`src/lfb_defs.svh`:
```
// constants for the low pin count flash target bus logic
`ifndef LFB_DEFS_SVH
`define LFB_DEFS_SVH
`define LFB_START_NIB 4'h0
`define LFB_TYPE_HI 2'h1
`define LFB_SHORT_WAIT_SYNC 4'h5
`define LFB_READY_SYNC 4'h0
`define LFB_TAR_NIB 4'hf
`define LFB_ADDR_LAST 3'h7
`define LFB_PAIR_LAST 3'h1
`define LFB_UPPER_ONES 9'h1ff
`define LFB_ARRAY_BIT 22
`define LFB_BLK_LSB 16
`define LFB_TOP_BLOCK 3'h7
`define LFB_NUM_BLOCKS 8
`endif

```
`src/lfb_pkg.sv`:
```
// types for the low pin count flash target bus logic
`default_nettype none
package lfb_pkg;
  // bus cycle phases seen by the target
  typedef enum logic [3:0] {
    ST_IDLE, ST_TYPE, ST_ADDR, ST_WDATA, ST_HTAR,
    ST_DTAR, ST_WAIT, ST_SYNC, ST_RDATA, ST_ETAR
  } lfb_state_t;
endpackage
`default_nettype wire

```
`src/lfb_bus_target.sv`:
```
// low pin count flash target: cycle decode, sync, data and protection
`default_nettype none
`include "lfb_defs.svh"
module lfb_bus_target #(
  parameter int NUM_BLOCKS = `LFB_NUM_BLOCKS // uniform array blocks
) (
  // clock and reset
  input wire logic ref_clk_in,
  input wire logic reset_n_in,
  // device reset pins, low active
  input wire logic interface_reset_n_in,
  input wire logic cpu_reset_n_in,
  // bus frame and nibble lines
  input wire logic frame_n_in,
  input wire logic [3:0] lad_in,
  output logic [3:0] lad_out,
  output logic lad_oe_out,
  // protection pins and lock register state
  input wire logic top_block_lock_n_in,
  input wire logic write_protect_n_in,
  input wire logic [NUM_BLOCKS-1:0] lock_in,
  output logic [NUM_BLOCKS-1:0] protect_out,
  // request to the memory side
  output logic rd_req_out,
  output logic wr_req_out,
  output logic [31:0] req_addr_out,
  output logic req_array_out,
  output logic [2:0] block_sel_out,
  output logic top_block_out,
  output logic [7:0] wr_data_out,
  input wire logic [7:0] rd_data_in,
  // mode and reset status
  output logic standby_out,
  output logic in_reset_out,
  output logic lock_default_out,
  output logic pe_abort_out
);
  logic rst_n; // synchronised reset
  lfb_pkg::lfb_state_t state; // current cycle phase
  lfb_pkg::lfb_state_t next_state; // phase for next clock
  logic [2:0] cnt; // clocks spent in current phase
  logic [31:0] addr; // address shift register
  logic [31:0] next_addr; // address with this nibble added
  logic is_write; // direction of current cycle
  logic [7:0] rd_byte; // read byte held for return
  logic dev_reset; // either device reset pin low
  logic dev_reset_q; // previous value of dev_reset
  logic abort; // frame dropped inside a cycle
  logic type_ok; // type nibble decodes to read or write
  logic addr_ok; // fixed upper address bits all ones

  // reset release through two flops
  lfb_reset_sync u_rst (
    .clk_in(ref_clk_in),
    .rst_n_in(reset_n_in),
    .rst_n_out(rst_n)
  );

  // decode helpers
  assign dev_reset = !interface_reset_n_in || !cpu_reset_n_in;
  assign abort = !frame_n_in && state != lfb_pkg::ST_IDLE &&
                 state != lfb_pkg::ST_TYPE;
  assign next_addr = {addr[27:0], lad_in};
  assign addr_ok = next_addr[31:23] == `LFB_UPPER_ONES;
  // read 0100b or write 011Xb
  assign type_ok = lad_in[3:2] == `LFB_TYPE_HI &&
                   (lad_in[1] || !lad_in[0]);

  // phase sequencing
  always_comb begin
    next_state = state;
    if (dev_reset) begin
      next_state = lfb_pkg::ST_IDLE;
    end else if (abort) begin
      // drop cycle; a fresh start may ride the same edge
      next_state = (lad_in == `LFB_START_NIB) ? lfb_pkg::ST_TYPE :
                   lfb_pkg::ST_IDLE;
    end else begin
      unique case (state)
        lfb_pkg::ST_IDLE: begin
          if (!frame_n_in && lad_in == `LFB_START_NIB) begin
            next_state = lfb_pkg::ST_TYPE;
          end
        end
        lfb_pkg::ST_TYPE: begin
          if (!frame_n_in) begin
            // start field repeated or foreign start
            next_state = (lad_in == `LFB_START_NIB) ? lfb_pkg::ST_TYPE :
                         lfb_pkg::ST_IDLE;
          end else if (type_ok) begin
            next_state = lfb_pkg::ST_ADDR;
          end else begin
            next_state = lfb_pkg::ST_IDLE;
          end
        end
        lfb_pkg::ST_ADDR: begin
          if (cnt == `LFB_ADDR_LAST) begin
            if (!addr_ok) begin
              next_state = lfb_pkg::ST_IDLE;
            end else if (is_write) begin
              next_state = lfb_pkg::ST_WDATA;
            end else begin
              next_state = lfb_pkg::ST_HTAR;
            end
          end
        end
        lfb_pkg::ST_WDATA: begin
          if (cnt == `LFB_PAIR_LAST) begin
            next_state = lfb_pkg::ST_HTAR;
          end
        end
        lfb_pkg::ST_HTAR: begin
          next_state = lfb_pkg::ST_DTAR;
        end
        lfb_pkg::ST_DTAR: begin
          // write skips wait states
          next_state = is_write ? lfb_pkg::ST_SYNC :
                       lfb_pkg::ST_WAIT;
        end
        lfb_pkg::ST_WAIT: begin
          if (cnt == `LFB_PAIR_LAST) begin
            next_state = lfb_pkg::ST_SYNC;
          end
        end
        lfb_pkg::ST_SYNC: begin
          next_state = is_write ? lfb_pkg::ST_ETAR :
                       lfb_pkg::ST_RDATA;
        end
        lfb_pkg::ST_RDATA: begin
          if (cnt == `LFB_PAIR_LAST) begin
            next_state = lfb_pkg::ST_ETAR;
          end
        end
        lfb_pkg::ST_ETAR: begin
          next_state = lfb_pkg::ST_IDLE;
        end
      endcase
    end
  end

  // phase register and phase clock counter
  always_ff @(posedge ref_clk_in or negedge rst_n) begin
    if (!rst_n) begin
      state <= lfb_pkg::ST_IDLE;
      cnt <= 3'h0;
    end else begin
      state <= next_state;
      cnt <= (next_state != state) ? 3'h0 : cnt + 3'h1;
    end
  end

  // direction and address capture
  always_ff @(posedge ref_clk_in or negedge rst_n) begin
    if (!rst_n) begin
      is_write <= 1'b0;
      addr <= 32'h0;
    end else begin
      if (state == lfb_pkg::ST_TYPE && frame_n_in) begin
        is_write <= lad_in[1];
      end
      if (state == lfb_pkg::ST_ADDR) begin
        addr <= next_addr;
      end
    end
  end

  // request to memory side, issued after decode
  always_ff @(posedge ref_clk_in or negedge rst_n) begin
    if (!rst_n) begin
      rd_req_out <= 1'b0;
      req_addr_out <= 32'h0;
      req_array_out <= 1'b0;
      block_sel_out <= 3'h0;
      top_block_out <= 1'b0;
    end else begin
      // read request as the host turnaround begins
      rd_req_out <= state == lfb_pkg::ST_ADDR &&
                    next_state == lfb_pkg::ST_HTAR && !is_write;
      if (state == lfb_pkg::ST_ADDR && cnt == `LFB_ADDR_LAST) begin
        req_addr_out <= next_addr;
        req_array_out <= next_addr[`LFB_ARRAY_BIT];
        block_sel_out <= next_addr[`LFB_BLK_LSB +: 3];
        top_block_out <= next_addr[`LFB_BLK_LSB +: 3] ==
                         `LFB_TOP_BLOCK;
      end
    end
  end

  // write byte assembly and command hand-off
  always_ff @(posedge ref_clk_in or negedge rst_n) begin
    if (!rst_n) begin
      wr_data_out <= 8'h0;
      wr_req_out <= 1'b0;
    end else begin
      if (state == lfb_pkg::ST_WDATA && !abort && !dev_reset) begin
        if (cnt == 3'h0) begin
          wr_data_out[3:0] <= lad_in;
        end else begin
          wr_data_out[7:4] <= lad_in;
        end
      end
      // issued at once; a late abort cannot recall it
      wr_req_out <= state == lfb_pkg::ST_WDATA &&
                    next_state == lfb_pkg::ST_HTAR;
    end
  end

  // read byte taken as the wait states end
  always_ff @(posedge ref_clk_in or negedge rst_n) begin
    if (!rst_n) begin
      rd_byte <= 8'h0;
    end else if (state == lfb_pkg::ST_WAIT &&
                 next_state == lfb_pkg::ST_SYNC) begin
      rd_byte <= rd_data_in;
    end
  end

  // line drivers follow the coming phase
  always_ff @(posedge ref_clk_in or negedge rst_n) begin
    if (!rst_n) begin
      lad_out <= `LFB_TAR_NIB;
      lad_oe_out <= 1'b0;
    end else begin
      lad_oe_out <= 1'b1;
      unique case (next_state)
        lfb_pkg::ST_WAIT: lad_out <= `LFB_SHORT_WAIT_SYNC;
        lfb_pkg::ST_SYNC: lad_out <= `LFB_READY_SYNC;
        lfb_pkg::ST_RDATA: begin
          // low nibble first
          lad_out <= (state == lfb_pkg::ST_SYNC) ? rd_byte[3:0] :
                     rd_byte[7:4];
        end
        lfb_pkg::ST_ETAR: lad_out <= `LFB_TAR_NIB;
        default: begin
          // float in all host phases, idle, abort and reset
          lad_out <= `LFB_TAR_NIB;
          lad_oe_out <= 1'b0;
        end
      endcase
    end
  end

  // reset, standby and program abort status
  always_ff @(posedge ref_clk_in or negedge rst_n) begin
    if (!rst_n) begin
      dev_reset_q <= 1'b0;
      in_reset_out <= 1'b0;
      lock_default_out <= 1'b0;
      pe_abort_out <= 1'b0;
      standby_out <= 1'b1;
    end else begin
      dev_reset_q <= dev_reset;
      in_reset_out <= dev_reset;
      lock_default_out <= dev_reset_q && !dev_reset;
      pe_abort_out <= dev_reset && !dev_reset_q;
      standby_out <= next_state == lfb_pkg::ST_IDLE;
    end
  end

  // per-block forced protection
  genvar b;
  generate
    for (b = 0; b < NUM_BLOCKS; b++) begin : g_prot
      always_ff @(posedge ref_clk_in or negedge rst_n) begin
        if (!rst_n) begin
          protect_out[b] <= 1'b1;
        end else if (b == NUM_BLOCKS - 1) begin
          protect_out[b] <= lock_in[b] || !top_block_lock_n_in;
        end else begin
          protect_out[b] <= lock_in[b] || !write_protect_n_in;
        end
      end
    end
  endgenerate
endmodule
`default_nettype wire

```
`src/lfb_reset_sync.sv`:
```
// two-flop release synchroniser for the asynchronous reset
`default_nettype none
module lfb_reset_sync (
  // clock and raw reset
  input wire logic clk_in,
  input wire logic rst_n_in,
  // synchronised reset
  output logic rst_n_out
);
  logic meta; // first stage, read only by second stage

  // assert at once, release after two edges
  always_ff @(posedge clk_in or negedge rst_n_in) begin
    if (!rst_n_in) begin
      meta <= 1'b0;
      rst_n_out <= 1'b0;
    end else begin
      meta <= 1'b1;
      rst_n_out <= meta;
    end
  end
endmodule
`default_nettype wire
```
`config.mk`:
```
export PLATFORM = sky130hd
export DESIGN_NAME = lfb_bus_target
export DESIGN_NICKNAME = d
export VERILOG_FILES = /design/src/lfb_pkg.sv /design/src/lfb_bus_target.sv /design/src/lfb_reset_sync.sv
export VERILOG_INCLUDE_DIRS = /design/src /design/src/src
export SDC_FILE = /design/constraint.sdc
export NUM_CORES = 1
export LEC_CHECK = 0
export ABC_AREA = 1
export BUFFER_PORTS_ARGS = -buffer_cell sky130_fd_sc_hd__buf_2
export CAP_MARGIN = 20
export CORE_MARGIN = 2
export CORE_UTILIZATION = 40
export DETAILED_ROUTE_END_ITERATION = 7
export PLACE_DENSITY_LB_ADDON = 0.25
export SLEW_MARGIN = 20
export SYNTH_ARGS = -nofsm -noshare
export SYNTH_HDL_FRONTEND = slang
export SYNTH_HIERARCHICAL = 1
export SYNTH_SLANG_ARGS = --single-unit
```
`constraint.sdc`:
```
create_clock -name ref_clk_in -period 9.1 [get_ports ref_clk_in]
set_clock_uncertainty 0.05 [all_clocks]
set_input_delay 0.455 -clock ref_clk_in [delete_from_list [all_inputs] [get_ports ref_clk_in]]
set_output_delay 0.455 -clock ref_clk_in [all_outputs]
set_load 0.02 [all_outputs]
```
==> qor.csv, run 1 <==
stage,metric,value,unit
drt,Final ANT Viol Nets,0,
worst_setup_path,worst r2r src,state[1],
synth,synthesized instance count,519,
layout,share of cells above drive strength 1,0.2377,
sta,Final Max Slew Viols,0,
cts,Clock transition at path regs,70,ps
hold_path,min-delay src,top_block_lock_n_in,
layout,Final nets,636,
floorplan,die area,0.01221,mm²
sta,post-route clock period utilization,0.2635,
drt,router iterations before antenna repair,5,
drt,Routed WL,9392,µm
synth,sequential share of the synthesized area,0.5881,
global_routing,initial antenna violation count,0,
cts,postcts setup bufs,0,
synth,Synth Area in Simple Gates,0.2410,
floorplan,num ports,91,
place,Cells after DPL,733,
cts,clk_lat worst skew,340,ps
global_routing,gr ovfl total,0,
cts,CTS tree,done,
sta,number of setup violations in the final report,0,
layout,most frequent cells in the layout,"179 x nand2_1, 92 x dfrtp_1, 90 x buf_2, 67 x o21ai_0, 59 x inv_1",
floorplan,Core Footprint,0.01094,mm²
global_routing,largest net degree at the start of global routing,79,
synth,#FFs+latches synth,106,
place,DP HPWL,6793,µm
layout,Final Instance Area,0.005374,mm²
cts,Sink Count,106,
job,Max-cap violations,0,
cts,clk buf depth,2,
power,Max VDD drop,0.00009917,V
synth,Compound-Gate Fraction of Synth Area,0.08161,
global_routing,GRT Total Usage,0.1602,
sta,Slew Limit Headroom,0.3556,
synth,largest family of logic cells by synthesized area,simple AND/OR/NAND/NOR gates,
sta,max frequency,417.0,MHz
worst_setup_path,element type at the critical path end,flop,
worst_setup_path,Worst Setup Start Kind,flop,
synth,synthesized cell area,0.004538,mm²
floorplan,standard-cell rows,38,
drt,WL/cell,12.52,µm
sta,Worst-Margin Slew,966.6,ps
drt,DR vias,3508,
synth,Synth Area in XOR/XNOR,0,
floorplan,initial core utilization,0.4150,
sta,RSZ-0062 raised after global routing,false,
worst_setup_path,Critical Path Start,state[1],
worst_setup_path,"Req. time, crit path",9280,ps
power,Cell Pwr Density,233.2,mW/mm²
layout,n_diodes,0,
sta,min Tclk post-route,2398,ps
place,GP Congestion,0.8503,
place,I/O Buffers,90,
synth,syn_area_per_cell,8.744,µm²
cts,CTS buffer count,9,
synth,adder-cell share of the synthesized area,0.01103,
worst_setup_path,crit path kind,flop to flop,
worst_setup_path,"Arr. time, crit path",2580,ps
synth,Unique masters post-synth,29,
sta,Setup TNS,0,ps
power,final total power,1.253,mW
cts,H-Tree Depth,3,
synth,Yosys Warn Count,6,
cts,Root Buffer,clkbuf_16,
layout,"most common cell after layout, fill and taps aside",nand2_1,
synth,syn_nets,550,
floorplan,die width,110.5,µm
layout,Finished Layout Cells,750,
drt,vias per cell,4.677,
place,placed cell area,0.005090,mm²
layout,Syn-to-layout area delta,18.42,%
global_routing,vias in the first global route,3409,
hold_path,Hold Crit Class,input pin to flop,
global_routing,first-pass GRT wire length,16170,µm
worst_setup_path,CP Max Fanout,54,
place,Place WS,6693,ps
sta,Final Hold Fails,0,
drt,Post-route DRC,0,
floorplan,chip height,110.5,µm
sta,fin worst setup slack,6702,ps
power,Lkg Pwr,2.865,nW
run_status,status,"complete, no violations",
synth,multiplexer area fraction after synthesis,0,
drt,Starting DRT DRC Count,187,
-- registers in the layout (all words and copies together), names as in the netlist, 3 cells and up --
name / cells
req_addr_out: 32
addr: 28
protect_out: 8
rd_byte: 8
wr_data_out: 8
lad_out: 4
state: 4
cnt: 3
-- path summary, 6_finish.rpt --
path	cells past startpoint	slack, ps	to
worst max register to register	11	6700	rd_byte[0]
worst max-delay path	11	6700	rd_byte[0]
worst min register to register	0	190	dev_reset_q
min in group asynchronous	0	190	dev_reset_q
worst min-delay path	2	180	protect_out[7]
max in group asynchronous	1	7520	req_addr_out[27]
-- kinds of logic after synthesis --
| family | count (synthesis) |
|---|---|
| buffers and inverters | 87 |
| other | 1 |
| AOI/OAI and AO/OA | 70 |
| and+or+nand+nor | 251 |
| adders and majority gates | 4 |
| DFF | 106 |
-- per-layer routing --
layer	track usage	routed length, µm	vias up	part of all wire
li1	-	-	1786	-
met1	0.2110	4391	1628	0.47
met2	0.2581	4403	82	0.47
met3	0.03293	446	12	0.047
met4	0.06750	149	0	0.016
met5	0	0	-	0
-- area by class of cell --
type	count	area (µm²)
Timing Repair Buffer	93	475.5
Clock inverter	5	41.29
Sequential cell	106	2673
Fill cell	1088	5562
Inverter	69	259.0
Clock buffer	11	232.7
Tap cell	140	175.2
Multi-Input combinational cell	326	1518
-- critical path, stage by stage (launching register included) --
cell and delay [ps]:
dfrtp_1 440, inv_2 110, nor2_4 150, nand2_4 300, nor2_8 240, nand3_1 110
nand3_1 100, nand2_2 80, a21boi_4 360, nand3_4 170, nand2_1 110, nand2_1 60
-- metrics by stage --
| step | util | hold WS (ps) |
|---|---|---|
| after floorplan | - | 109.4 |
| after global placement | 0.4654 | 190.8 |
| after detailed placement | 0.4654 | 192.7 |
| after CTS | 0.4914 | 175.2 |
| after global routing | 0.4914 | 174.6 |
| final | 0.4914 | 182.6 |
-- power by group --
group	internal, mW	switching (mW)	leakage [nW]
clock network	0.188	0.173	0.120
registers	0.570	0.0621	1.36
logic	0.0902	0.170	1.38
-- what timing repair did --
| item | CTS | global route |
|---|---|---|
| hold buffers | 1 | 0 |
| gates resized for setup | 0 | 0 |
| endpoints found under the hold margin | 2 | 0 |
-- cells in the mapped netlist, drive strengths merged --
library cell,number,area share
o21ai,67,0.074
conb,1,0.00083
nand4,10,0.014
nand2,186,0.16
nand3,21,0.028
nor2,30,0.036
inv,66,0.055
a21boi,1,0.0041
nor3,3,0.0033
nor4,1,0.0014
clkinv,3,0.0025
ha,4,0.011
o211ai,1,0.0017
dfstp,13,0.075
dfrtp,93,0.51
clkbuf,9,0.0074
buf,9,0.013
a21oi,1,0.0019
Power figures use the tool's default switching activity.
==> run 2, diff against run 1 <==
==> constraint.sdc (replaced) <==
create_clock -name ref_clk_in -period 2.1 [get_ports ref_clk_in]
set_clock_uncertainty 0.05 [all_clocks]
set_input_delay 0.105 -clock ref_clk_in [delete_from_list [all_inputs] [get_ports ref_clk_in]]
set_output_delay 0.105 -clock ref_clk_in [all_outputs]
set_load 0.02 [all_outputs]
==> run 2 against run 1 <==
Largest power group unchanged. Highest routed layer unchanged. Final cell count is 4.3% higher. Core utilization increased by 3.5 points. Global-route usage increased by 0.74 points.
==> qor.csv, run 2 (synthesis results as in run 1) <==
stage,metric,value,unit,change
worst_setup_path,worst r2r src,cnt[0],,
floorplan,die area,0.01221,mm²,unchanged
worst_setup_path,r2r endpoint,cnt[0],,
worst_setup_path,element type at the critical path end,flop,,
power,Max VDD drop,0.0004119,V,+320%
place,Place WS,43.30,ps,-6649 ps
run_status,status,"complete, no violations",,
floorplan,standard-cell rows,38,,unchanged
worst_setup_path,CP max-delay cell,dfrtp_1,,
global_routing,GRT Total Usage,0.1676,,+0.007405
floorplan,Core Footprint,0.01094,mm²,unchanged
layout,share of cells above drive strength 1,0.2539,,+0.01619
worst_setup_path,"Req. time, crit path",2310,ps,-6970 ps
place,Cells after DPL,738,,+0.68%
global_routing,gr ovfl total,0,,unchanged
layout,most frequent cells in the layout,"177 x nand2_1, 90 x buf_2, 88 x dfrtp_1, 67 x o21ai_0, 58 x inv_1",,
sta,Slew Limit Headroom,0.6557,,+0.3001
cts,clk buf depth,2,,unchanged
worst_setup_path,buffers plus inverters on the worst setup path,1,,unchanged
place,GP Congestion,0.8965,,+5.4%
drt,router iterations before antenna repair,5,,unchanged
cts,CTS buffer count,9,,unchanged
cts,Sink Count,106,,unchanged
sta,Final Max Slew Viols,0,,unchanged
global_routing,vias in the first global route,3569,,+4.7%
layout,Largest Register,req_addr_out,,
layout,max reg flops,32,,unchanged
cts,Root Buffer,clkbuf_16,,
drt,Final ANT Viol Nets,0,,unchanged
cts,clk_lat worst skew,340,ps,about the same
sta,Worst-Margin Slew,516.4,ps,-450.2 ps
floorplan,initial core utilization,0.4150,,unchanged
sta,Final Hold Fails,0,,unchanged
drt,Post-route DRC,0,,unchanged
layout,Syn-to-layout area delta,26.85,%,
global_routing,first-pass GRT wire length,16840,µm,+4.1%
worst_setup_path,"Arr. time, crit path",2200,ps,-380 ps
worst_setup_path,reg2reg path depth,11,,unchanged
drt,vias per cell,4.697,,+0.42%
sta,post-route clock period utilization,0.9480,,+0.6845
drt,Routed WL,9732,µm,+3.6%
layout,# fillers,1039,,-4.5%
cts,CTS tree,done,,
worst_setup_path,Max stage delay on crit path,410,ps,-30 ps
sta,min Tclk post-route,1991,ps,-407.3 ps
global_routing,initial antenna violation count,0,,unchanged
worst_setup_path,CP Cell Sequence,ha_1 -> ha_1 -> inv_2 -> nor2_1 -> nand2_1 -> nand3_1 -> nand2_2 -> nor2_1 -> nor2_1 -> nand3_2 -> nor3_2,,
global_routing,largest net degree at the start of global routing,94,,+19%
power,Lkg Pwr,3.036,nW,+6.0%
worst_setup_path,CP Max Fanout,5,,-91%
sta,RSZ-0062 raised after global routing,true,,
drt,WL/cell,12.45,µm,-0.62%
power,final total power,5.648,mW,+350%
worst_setup_path,"setup slack, reg-to-reg",110,ps,-6590 ps
sta,max frequency,502.3,MHz,+20%
sta,fin worst setup slack,109.1,ps,-6593 ps
drt,Starting DRT DRC Count,236,,+26%
hold_path,Hold Crit Class,input pin to async pin,,
worst_setup_path,CP dominant cell by count,nor2_1,,
floorplan,die width,110.5,µm,unchanged
layout,Final nets,668,,+5.0%
layout,n_diodes,0,,unchanged
worst_setup_path,crit path kind,flop to flop,,
job,Max-cap violations,0,,unchanged
layout,post-layout util,0.5264,,+0.03501
power,Cell Pwr Density,981.1,mW/mm²,+320%
layout,Finished Layout Cells,782,,+4.3%
worst_setup_path,"CP delay by family, top",simple AND/OR/NAND/NOR gates,,
place,DP HPWL,6845,µm,+0.77%
cts,H-Tree Depth,3,,unchanged
place,I/O Buffers,90,,unchanged
layout,"most common cell after layout, fill and taps aside",nand2_1,,
floorplan,chip height,110.5,µm,unchanged
floorplan,num ports,91,,unchanged
layout,Top Registers,"req_addr_out: 32 flops, addr: 28 flops",,
sta,number of setup violations in the final report,0,,unchanged
drt,DR vias,3673,,+4.7%
cts,Clock transition at path regs,70,ps,about the same
worst_setup_path,Worst Setup Start Kind,flop,,
-- run 2: changes by cell type in the layout (fill, tap and decap cells not counted), sizes merged --
cell	before	now
clkinvlp	4	0
dlygate4sd3	1	27
clkinv	3	6
buf	92	98
bufinv	0	1
-- run 2: through the flow --
stage	setup TNS (ps)	cell area, µm²	hold slack, ps
3_3_place_gp	0	5152	-153.5
2_1_floorplan	0	4539	-240.6
5_1_grt	-50.30	5757	32.99
3_5_place_dp	0	5152	-154.3
4_1_cts	0	5719	21.40
6_report	0	5757	27.81
-- run 2: worst max-delay path by stage --
| stage | from | end | slack [ps] | cells past startpoint |
|---|---|---|---|---|
| floorplan | u_rst/rst_n_out | addr[0] | 290 | 0 |
| global placement | cnt[0] | cnt[0] | 120 | 11 |
| detailed placement | cnt[0] | cnt[0] | 40 | 11 |
| CTS | cnt[0] | cnt[0] | 20 | 11 |
| global route | cnt[0] | cnt[0] | -20 | 11 |
| finish | cnt[0] | cnt[0] | 110 | 11 |
-- run 2: cell type report --
type / instances / area, µm² / share of cell area
multi-input combinational: 326 / 1543 / 0.2680
tap: 140 / 175.2 / 0.03043
clock inverter: 5 / 53.80 / 0.009346
clock buffer: 11 / 242.7 / 0.04216
timing repair buffer: 125 / 805.8 / 0.1400
inverter: 69 / 259.0 / 0.04499
sequential: 106 / 2678 / 0.4651
-- run 2: metal layers --
metal | vias up | share of wire | global-route usage
met1 | 1699 | 0.44 | 0.2143
met5 | - | 0 | 0
met3 | 18 | 0.057 | 0.04501
met2 | 108 | 0.47 | 0.2720
met4 | 0 | 0.024 | 0.06583
li1 | 1848 | - | -
-- run 2: what timing repair did --
action                     4_1_cts  5_1_grt
hold endpoints to repair        20        0
setup buffers                    0        1
setup endpoints to repair        0       16
resized for setup                0       11
hold buffers                    27        0
-- run 2: report_power, final --
group	internal [mW]	leakage (nW)	switching, mW
Combinational	0.463	1.53	0.772
Sequential	2.47	1.36	0.264
Clock	0.955	0.150	0.721
